File: src/logic/phyic_pkg.sv
// Constants, offsets and types for the PHY init, strap and power control block.
// Assumes a 100 MHz pclk; the blackout and sleep cycle counts below derive from CLK_MHZ.
package phyic_pkg;
   // Timing
   localparam int CLK_MHZ       = 100;
   localparam int BLACKOUT_US   = 1000;
   localparam int BLACKOUT_CYC  = BLACKOUT_US * CLK_MHZ;
   localparam int SLP0_MS       = 1000;
   localparam int SLP1_MS       = 2000;
   localparam int SLP2_MS       = 3040;
   localparam int SLP0_CYC      = SLP0_MS * CLK_MHZ * 1000;
   localparam int SLP1_CYC      = SLP1_MS * CLK_MHZ * 1000;
   localparam int SLP2_CYC      = SLP2_MS * CLK_MHZ * 1000;
   localparam int STRAP_CAP_CYC = 4;
   localparam int SWRST_CYC     = 16;
   // Register byte offsets
   localparam logic [7:0] OFS_CTRL = 8'h00;
   localparam logic [7:0] OFS_ADV  = 8'h04;
   localparam logic [7:0] OFS_CFG  = 8'h10;
   localparam logic [7:0] OFS_STAT = 8'h14;
   // Control register fields
   localparam int CTL_RST  = 15;
   localparam int CTL_SPD  = 13;
   localparam int CTL_ANEG = 12;
   localparam int CTL_PD   = 11;
   localparam int CTL_FDX  = 8;
   // Advertisement register fields
   localparam int ADV_TXF  = 8;
   localparam int ADV_TX   = 7;
   localparam int ADV_10F  = 6;
   localparam int ADV_10   = 5;
   // Configuration register fields
   localparam int CFG_SLP     = 6;
   localparam int CFG_TSEL_HI = 4;
   localparam int CFG_TSEL_LO = 3;
   localparam int CFG_FIB     = 0;
   // Reset values
   localparam logic [15:0] CTL_RST_VAL    = 16'h0000;
   localparam logic [15:0] ADV_RST_VAL    = 16'h0001;
   localparam logic [15:0] CFG_RST_VAL    = 16'h0010;
   localparam logic [3:0]  ADV_FORCED_VAL = 4'hf;

   typedef enum logic [2:0] {
      LM_ANEG = 3'h0,
      LM_FX   = 3'h1,
      LM_10H  = 3'h2,
      LM_10F  = 3'h3,
      LM_100H = 3'h4,
      LM_100F = 3'h5
   } phyic_mode_t;

   typedef enum logic [3:0] {
      ST_BLACK = 4'h1,
      ST_RUN   = 4'h2,
      ST_SLEEP = 4'h4,
      ST_WAKE  = 4'h8
   } phyic_state_t;
endpackage

File: src/logic/phyic_sync.sv
// Two-stage synchroniser for a vector of independent pin levels.
// Assumes each bit is a slow level; no bus coherency is kept across bits.
`timescale 1ns/1ps
`default_nettype none
module phyic_sync #(
   parameter int W = 1
) (
   // Clock and reset
   input  wire logic         pclk,
   input  wire logic         presetn,
   // Levels
   input  wire logic [W-1:0] din,
   output var  logic [W-1:0] dout
);
   logic [W-1:0] meta_q;

   always_ff @(posedge pclk or negedge presetn)
   begin
      if (!presetn)
      begin
         meta_q <= '0;
         dout   <= '0;
      end
      else
      begin
         meta_q <= din;
         dout   <= meta_q;
      end
   end
endmodule // phyic_sync
`default_nettype wire

File: src/logic/phyic_init.sv
// PHY initialisation: strap capture, control mode, power-down, sleep and resets.
// Assumes an APB3 master on pclk; all pins are asynchronous and are synchronised here.
`timescale 1ns/1ps
`default_nettype none
module phyic_init
   import phyic_pkg::*;
#(
   parameter int BLACKOUT_CYCLES = BLACKOUT_CYC,
   parameter int SLP0_CYCLES     = SLP0_CYC,
   parameter int SLP1_CYCLES     = SLP1_CYC,
   parameter int SLP2_CYCLES     = SLP2_CYC
) (
   // Clock and reset
   input  wire logic        pclk,
   input  wire logic        presetn,
   // APB slave
   input  wire logic [7:0]  paddr,
   input  wire logic        psel,
   input  wire logic        penable,
   input  wire logic        pwrite,
   input  wire logic [31:0] pwdata,
   output var  logic [31:0] prdata,
   output var  logic        pready,
   output var  logic        pslverr,
   // Pins
   input  wire logic        hw_power_down_pin,
   input  wire logic        mgmt_disable_pin,
   input  wire logic [2:0]  led_strap_pins,
   input  wire logic        sleep_pin,
   input  wire logic        fiber_pin,
   input  wire logic        energy_pin,
   input  wire logic        link_up_pin,
   input  wire logic        link_fail_pin,
   // Port control
   output var  logic        port_enable,
   output var  logic        port_clk_enable,
   output var  logic        outputs_hiz,
   output var  logic        pulls_enable,
   output var  logic        link_start,
   output var  logic        aneg_start,
   output var  logic [2:0]  link_mode,
   output var  logic        sleeping
);
   localparam int SWRST_BOUND = 20;

   typedef struct packed {
      phyic_state_t st;
      logic [31:0]  cnt;
      logic [4:0]   strap;
      logic [15:0]  ctl;
      logic [15:0]  adv;
      logic [15:0]  cfg;
      logic [4:0]   rcnt;
      logic         fail_d;
      logic [31:0]  rdata;
      logic         ready;
      logic         slverr;
      logic         port_en;
      logic         clk_en;
      logic         hiz;
      logic         pull_en;
      logic         link_go;
      logic         aneg_go;
      phyic_mode_t  mode;
      logic         sleeping;
   } phyic_regs_t;

   localparam phyic_regs_t Q_RST = '{st: ST_BLACK, mode: LM_ANEG, default: '0};

   phyic_regs_t q;
   phyic_regs_t d;
   logic [9:0]  pins_s;
   logic [2:0]  strap_s;
   logic        pd_s;
   logic        md_s;
   logic        slp_s;
   logic        fib_s;
   logic        energy_s;
   logic        link_s;
   logic        fail_s;
   logic        setup;
   logic        acc;
   logic        blk;
   logic        fiber;
   logic        slp_en;
   logic [31:0] tmo;

   phyic_sync #(.W(10)) u_sync (
      .pclk    (pclk),
      .presetn (presetn),
      .din     ({link_fail_pin, link_up_pin, energy_pin, fiber_pin, sleep_pin,
                 mgmt_disable_pin, hw_power_down_pin, led_strap_pins}),
      .dout    (pins_s)
   );

   assign strap_s  = pins_s[2:0];
   assign pd_s     = pins_s[3];
   assign md_s     = pins_s[4];
   assign slp_s    = pins_s[5];
   assign fib_s    = pins_s[6];
   assign energy_s = pins_s[7];
   assign link_s   = pins_s[8];
   assign fail_s   = pins_s[9];

   function automatic logic [15:0] f_ctl(input logic [2:0] s);
      logic [15:0] r;
      r           = CTL_RST_VAL;
      r[CTL_ANEG] = s[0];
      r[CTL_SPD]  = s[0] | s[1];
      r[CTL_FDX]  = s[2];
      return r;
   endfunction

   function automatic logic [15:0] f_adv(input logic [2:0] s);
      logic [15:0] r;
      r = ADV_RST_VAL;
      if (s[0])
      begin
         r[ADV_TXF] = s[2];
         r[ADV_TX]  = 1'b1;
         r[ADV_10F] = s[1] & s[2];
         r[ADV_10]  = s[1];
      end
      else
      begin
         r[ADV_TXF:ADV_10] = ADV_FORCED_VAL;
      end
      return r;
   endfunction

   function automatic logic [15:0] f_cfg(input logic slp, input logic fib);
      logic [15:0] r;
      r          = CFG_RST_VAL;
      r[CFG_SLP] = slp;
      r[CFG_FIB] = fib;
      return r;
   endfunction

   function automatic phyic_mode_t f_mode(input logic [15:0] c, input logic fib);
      phyic_mode_t m;
      if (fib)
         m = LM_FX;
      else if (c[CTL_ANEG])
         m = LM_ANEG;
      else
         case ({c[CTL_SPD], c[CTL_FDX]})
            2'h0:    m = LM_10H;
            2'h1:    m = LM_10F;
            2'h2:    m = LM_100H;
            default: m = LM_100F;
         endcase
      return m;
   endfunction

   assign setup  = psel & ~penable;
   assign acc    = psel & penable & q.ready;
   assign blk    = (q.st == ST_BLACK)
                   | pd_s
                   | md_s;
   assign fiber  = md_s ? fib_s : q.cfg[CFG_FIB];
   assign slp_en = (md_s ? slp_s : q.cfg[CFG_SLP])
                   & ~fiber;
   assign tmo    = (q.cfg[CFG_TSEL_HI:CFG_TSEL_LO] == 2'h0) ? 32'(SLP0_CYCLES) :
                   (q.cfg[CFG_TSEL_HI:CFG_TSEL_LO] == 2'h1) ? 32'(SLP1_CYCLES) :
                   32'(SLP2_CYCLES);

   always_comb
   begin
      logic restart;
      restart   = 1'b0;
      d         = q;
      d.link_go = 1'b0;
      d.aneg_go = 1'b0;
      // Answer registered in the setup cycle, so every access has zero wait states
      d.ready   = setup;
      d.slverr  = setup & blk;
      d.rdata   = 32'h0;
      if (setup & ~blk)
      begin
         case (paddr)
            OFS_CTRL: d.rdata = {16'h0, q.ctl};
            OFS_ADV:  d.rdata = {16'h0, q.adv};
            OFS_CFG:  d.rdata = {16'h0, q.cfg};
            OFS_STAT: d.rdata = {19'h0, q.strap, q.port_en, q.mode, q.st};
            default:  d.slverr = 1'b1;
         endcase
      end
      // Pin-control mode and power-down refuse writes at setup already
      if (acc & pwrite & ~q.slverr & ~blk)
      begin
         case (paddr)
            OFS_CTRL:
            begin
               d.ctl          = pwdata[15:0];
               d.ctl[CTL_RST] = pwdata[CTL_RST] | (q.rcnt != 5'h0);
               if (pwdata[CTL_RST])
                  d.rcnt = 5'(SWRST_CYC);
               restart = 1'b1;
            end
            OFS_ADV: d.adv = pwdata[15:0];
            OFS_CFG: d.cfg = pwdata[15:0];
            default: d.cfg = q.cfg;
         endcase
      end
      // Soft reset completion; restore wins over a write landing in the same cycle
      if (q.rcnt != 5'h0)
      begin
         d.rcnt = q.rcnt - 5'h1;
         if (q.rcnt == 5'h1)
         begin
            d.ctl   = f_ctl(q.strap[2:0]);
            d.adv   = f_adv(q.strap[2:0]);
            d.cfg   = f_cfg(q.strap[3], q.strap[4]);
            restart = 1'b1;
         end
      end
      d.fail_d = fail_s;
      if (fail_s & ~q.fail_d)
         restart = 1'b1;
      case (q.st)
         ST_BLACK:
         begin
            d.cnt = q.cnt + 32'h1;
            // Straps are read only after the synchroniser has settled
            if (q.cnt == 32'(STRAP_CAP_CYC))
            begin
               d.strap = {fib_s, slp_s, strap_s};
               d.ctl   = f_ctl(strap_s);
               d.adv   = f_adv(strap_s);
               d.cfg   = f_cfg(slp_s, fib_s);
            end
            if (q.cnt >= 32'(BLACKOUT_CYCLES - 1))
            begin
               d.st    = ST_RUN;
               d.cnt   = 32'h0;
               restart = 1'b1;
            end
         end
         ST_RUN:
         begin
            if (energy_s)
               d.cnt = 32'h0;
            else if (q.cnt != 32'hffffffff)
               d.cnt = q.cnt + 32'h1;
            if (slp_en & ~energy_s & (q.cnt >= tmo))
            begin
               d.st  = ST_SLEEP;
               d.cnt = 32'h0;
            end
         end
         ST_SLEEP:
         begin
            if (~slp_en)
            begin
               d.st    = ST_RUN;
               restart = 1'b1;
            end
            else if (energy_s)
            begin
               d.st    = ST_WAKE;
               d.cnt   = 32'h0;
               restart = 1'b1;
            end
         end
         ST_WAKE:
         begin
            // Energy persists while looking for link, so it does not restart this count
            d.cnt = q.cnt + 32'h1;
            if (~slp_en | link_s)
            begin
               d.st  = ST_RUN;
               d.cnt = 32'h0;
            end
            else if (q.cnt >= tmo)
            begin
               d.st  = ST_SLEEP;
               d.cnt = 32'h0;
            end
         end
         default:
         begin
            d.st  = ST_BLACK;
            d.cnt = 32'h0;
         end
      endcase
      if (restart & (d.st != ST_BLACK))
      begin
         d.link_go = 1'b1;
         d.mode    = f_mode(d.ctl, fiber);
         d.aneg_go = d.ctl[CTL_ANEG] & ~fiber;
      end
      d.port_en  = ((d.st == ST_RUN) | (d.st == ST_WAKE)) & ~pd_s & ~d.ctl[CTL_PD]
                   & (d.rcnt == 5'h0);
      d.clk_en   = ~pd_s;
      d.hiz      = pd_s;
      d.pull_en  = ~pd_s;
      d.sleeping = d.st == ST_SLEEP;
   end

   always_ff @(posedge pclk or negedge presetn)
   begin
      if (!presetn)
         q <= Q_RST;
      else
         q <= d;
   end

   assign prdata          = q.rdata;
   assign pready          = q.ready;
   assign pslverr         = q.slverr;
   assign port_enable     = q.port_en;
   assign port_clk_enable = q.clk_en;
   assign outputs_hiz     = q.hiz;
   assign pulls_enable    = q.pull_en;
   assign link_start      = q.link_go;
   assign aneg_start      = q.aneg_go;
   assign link_mode       = q.mode;
   assign sleeping        = q.sleeping;
endmodule // phyic_init
`default_nettype wire

File: config.mk
export PLATFORM = sky130hd
export DESIGN_NAME = phyic_init
export DESIGN_NICKNAME = d
export VERILOG_FILES = /design/src/logic/phyic_pkg.sv /design/src/logic/phyic_sync.sv /design/src/logic/phyic_init.sv
export SDC_FILE = /design/constraint.sdc
export NUM_CORES = 1
export LEC_CHECK = 0
export BUFFER_PORTS_ARGS = -buffer_cell sky130_fd_sc_hd__clkbuf_2
export CAP_MARGIN = 30
export CORE_ASPECT_RATIO = 1.2
export CORE_MARGIN = 10
export CORE_UTILIZATION = 50
export DETAILED_ROUTE_END_ITERATION = 6
export GPL_TIMING_DRIVEN = 0
export PLACE_DENSITY = 0.71
export SETUP_SLACK_MARGIN = 0.3
export SLEW_MARGIN = 5
export SYNTH_ARGS = -nofsm -noshare
export SYNTH_HDL_FRONTEND = slang
export SYNTH_SLANG_ARGS = --single-unit
File: constraint.sdc
create_clock -name pclk -period 5.3 [get_ports pclk]
set_clock_uncertainty 0.2 [all_clocks]
set_input_delay 0.265 -clock pclk [delete_from_list [all_inputs] [get_ports pclk]]
set_output_delay 0.265 -clock pclk [all_outputs]
set_load 0.005 [all_outputs]
==> flow_metrics.tcl <==
set metrics [dict create \
    cts-root-buf "clkbuf_16" \
    synthCells 753 \
    min_delay_path_depth 3 \
    ys_async_sr_fraction 1.000 \
    ff2ff_path_depth 11 \
    clk_latency_ps 430 \
    syn2layout_area_growth_pct 20.78 \
    routed_wl_um 19840 \
    cts_buffers 17 \
    antenna_found_initial 0 \
    vdd_drop_max_mv 0.2071 \
    layout_min_cycle_time_ps 4310 \
    synth.top_cell.area_share 0.4713 \
    crit_end "q[107]" \
    leakage_uw 0.004377 \
    design_area_um2 9041 \
    place_area_um2 8159 \
    ys_ff_latch 142 \
    power_uw 2466 \
    grt_overflow 0 \
    fin_crit_sh 0.8132 \
    synth-edff-count 0 \
    fp.dieW_um 131.7 \
    grt_max_degree 101 \
    drv_slew 0 \
    initial_utilization 0.5151 \
    rsz0062_at_grt "false" \
    grt_pass1_vias 6396 \
    drtIter0Drc 580 \
    ant_nets 0 \
    yosys-top-cells-count "dfrtp_1, nand2_1, nor2_1" \
    reg2reg_from "q[54]" \
    synth_top_area_cell "dfrtp_1" \
    slew_headroom 0.4113 \
    required_ps 5410 \
    critical_path.endpoint_type "flop" \
    cts_tree "built" \
    fillers 1169 \
    cts.sink_count 142 \
    finish.utilization 0.6221 \
    num-nets-final 959 \
    finalSetupViolCount 0 \
    dp_hpwl_um 14270 \
    worst-r2r-setup-slack_ps 990 \
    whs_ps 45.39 \
    worstMarginPinSlew_ps 883.1 \
    cp-startpoint "q[54]" \
    yosysWarnings 0 \
    vias 6315 \
    drc 0 \
    max_freq_mhz 232.0 \
    drt-vias-per-instance 5.772 \
    start_kind "flop" \
    status "finished, final reports clean" \
    finalSetupTns_ps 0 \
    synth.most_common_cell "dfrtp_1" \
    ys_types 72 \
    grt_use_total 0.1931 \
    worstSetupPathType "flop to flop" \
    cts.clk_slew.worst_paths_ps 70 \
    r2r-end "q[107]" \
    ctsResizeCount 0 \
    multiInputGateArea_um2 3481 \
    num_io_pins 99 \
    cts_buffer_depth 2 \
    avgSynthCellArea_um2 9.941 \
    yosysSeqAreaShare 0.4748 \
    cts_setup_buffers 0 \
    core-area_um2 14530 \
    powerDensity_nw_per_um2 272.7 \
    worstPathArrival_ps 4420 \
    wire_per_inst_um 18.13 \
    dr.pass1.iters 7 \
    die_area_um2 20290 \
    diodes 0 \
    die_h_um 154.0 \
    crit_fanout 10 \
    synth_area_um2 7486 \
    place.gp.congestion 0.8964 \
    hold_class "input port to flop" \
    netlist_top_cells_area "dfrtp_1, nand2_1, mux4_2, ha_1, buf_4" \
    grt_pass1_wl_um 32150 \
    cap_violations 0 \
    htreeDepth 4 \
    row_count 48 \
    hold_viol 0 \
    regArea_um2 3555 \
    io_buffer_count 66 \
    synth_ff_type "dfrtp_1" \
    drive_gt1_frac 0.2002 \
]
## worst min-delay path by stage
stage	start	endpoint	slack, ps
floorplan	presetn	aneg_start	-230
global placement	u_sync.meta_q[0]	u_sync.dout[0]	130
detailed placement	presetn	q[68]	30
CTS	penable	prdata[5]	30
global route	penable	prdata[5]	50
finish	penable	prdata[5]	50
## per-stage QoR
| stage | cells | worst slack, ps |
|---|---|---|
| finish | 1094 | 990.0 |
| global route | 1094 | 719.7 |
| CTS | 1094 | 1040 |
| detailed placement | 1035 | 1084 |
| global placement | 1034 | 1162 |
| floorplan | 768 | 1997 |
## state kept, by name, indices dropped and copies added (netlist names)
register and cells:
port_enable 1, pulls_enable 1, pready 1, prdata 16
q 95, u_sync.dout 10, u_sync.meta_q 10, pslverr 1
link_start 1, outputs_hiz 1, sleeping 1, aneg_start 1
link_mode 3
## per-layer routing
layer,GRT usage,part of all wire,routed length (µm)
met5,0,0,0
met4,0.08117,0.022,427
met3,0.04074,0.052,1022
met2,0.3426,0.52,10290
met1,0.2205,0.41,8098
## layout by cell type, fill, tap and decap left out, types with 23 or more instances in the layout
| cell type | instances |
|---|---|
| nor2_1 | 51 |
| dfrtp_1 | 141 |
| ha_1 | 23 |
| clkbuf_2 | 65 |
| buf_4 | 36 |
| nand2_1 | 112 |
| dlygate4sd3_1 | 27 |
| a21oi_1 | 44 |
| o21ai_0 | 37 |
## critical path: stages (launching register included)
cell and delay [ps]:
dfrtp_1 540, or2_2 390, inv_1 170, ha_1 280, a21oi_1 120, o21ai_0 140, nor4_1 560, o21ai_1 230
a221oi_2 790, nor2_1 170, buf_2 250, a221o_1 320
## power breakdown
group / switching (µW) / leakage (µW) / internal, µW
logic: 61.6 / 0.00222 / 53.3
clock network: 516 / 0.000301 / 725
registers: 11.6 / 0.00186 / 1100
total: 589 / 0.00438 / 1880
## kinds of logic after synthesis
group / share of synthesized area
AND/OR/NAND/NOR: 0.2007
AO/OA/AOI/OAI: 0.1439
flip-flops: 0.4748
buffers and inverters: 0.06769
multiplexers: 0.07154
adder cells (fa/ha/maj): 0.03844
XOR/XNOR: 0.002340
other: 0.0005009
## what timing repair did
action                     CTS  global route
setup endpoints to repair    0             0
hold buffers                27             0
hold endpoints to repair    91             0
## final cells by class
cell class	count	share of cell area
clock buffers	18	0.04857
flip-flops and latches	142	0.3932
well taps	200	0.02768
plain buffers	71	0.04691
clock inverters	14	0.01910
multi-input cells	533	0.3850
repair buffers	94	0.07044
inverters	22	0.009134
Power figures use the tool's default switching activity.
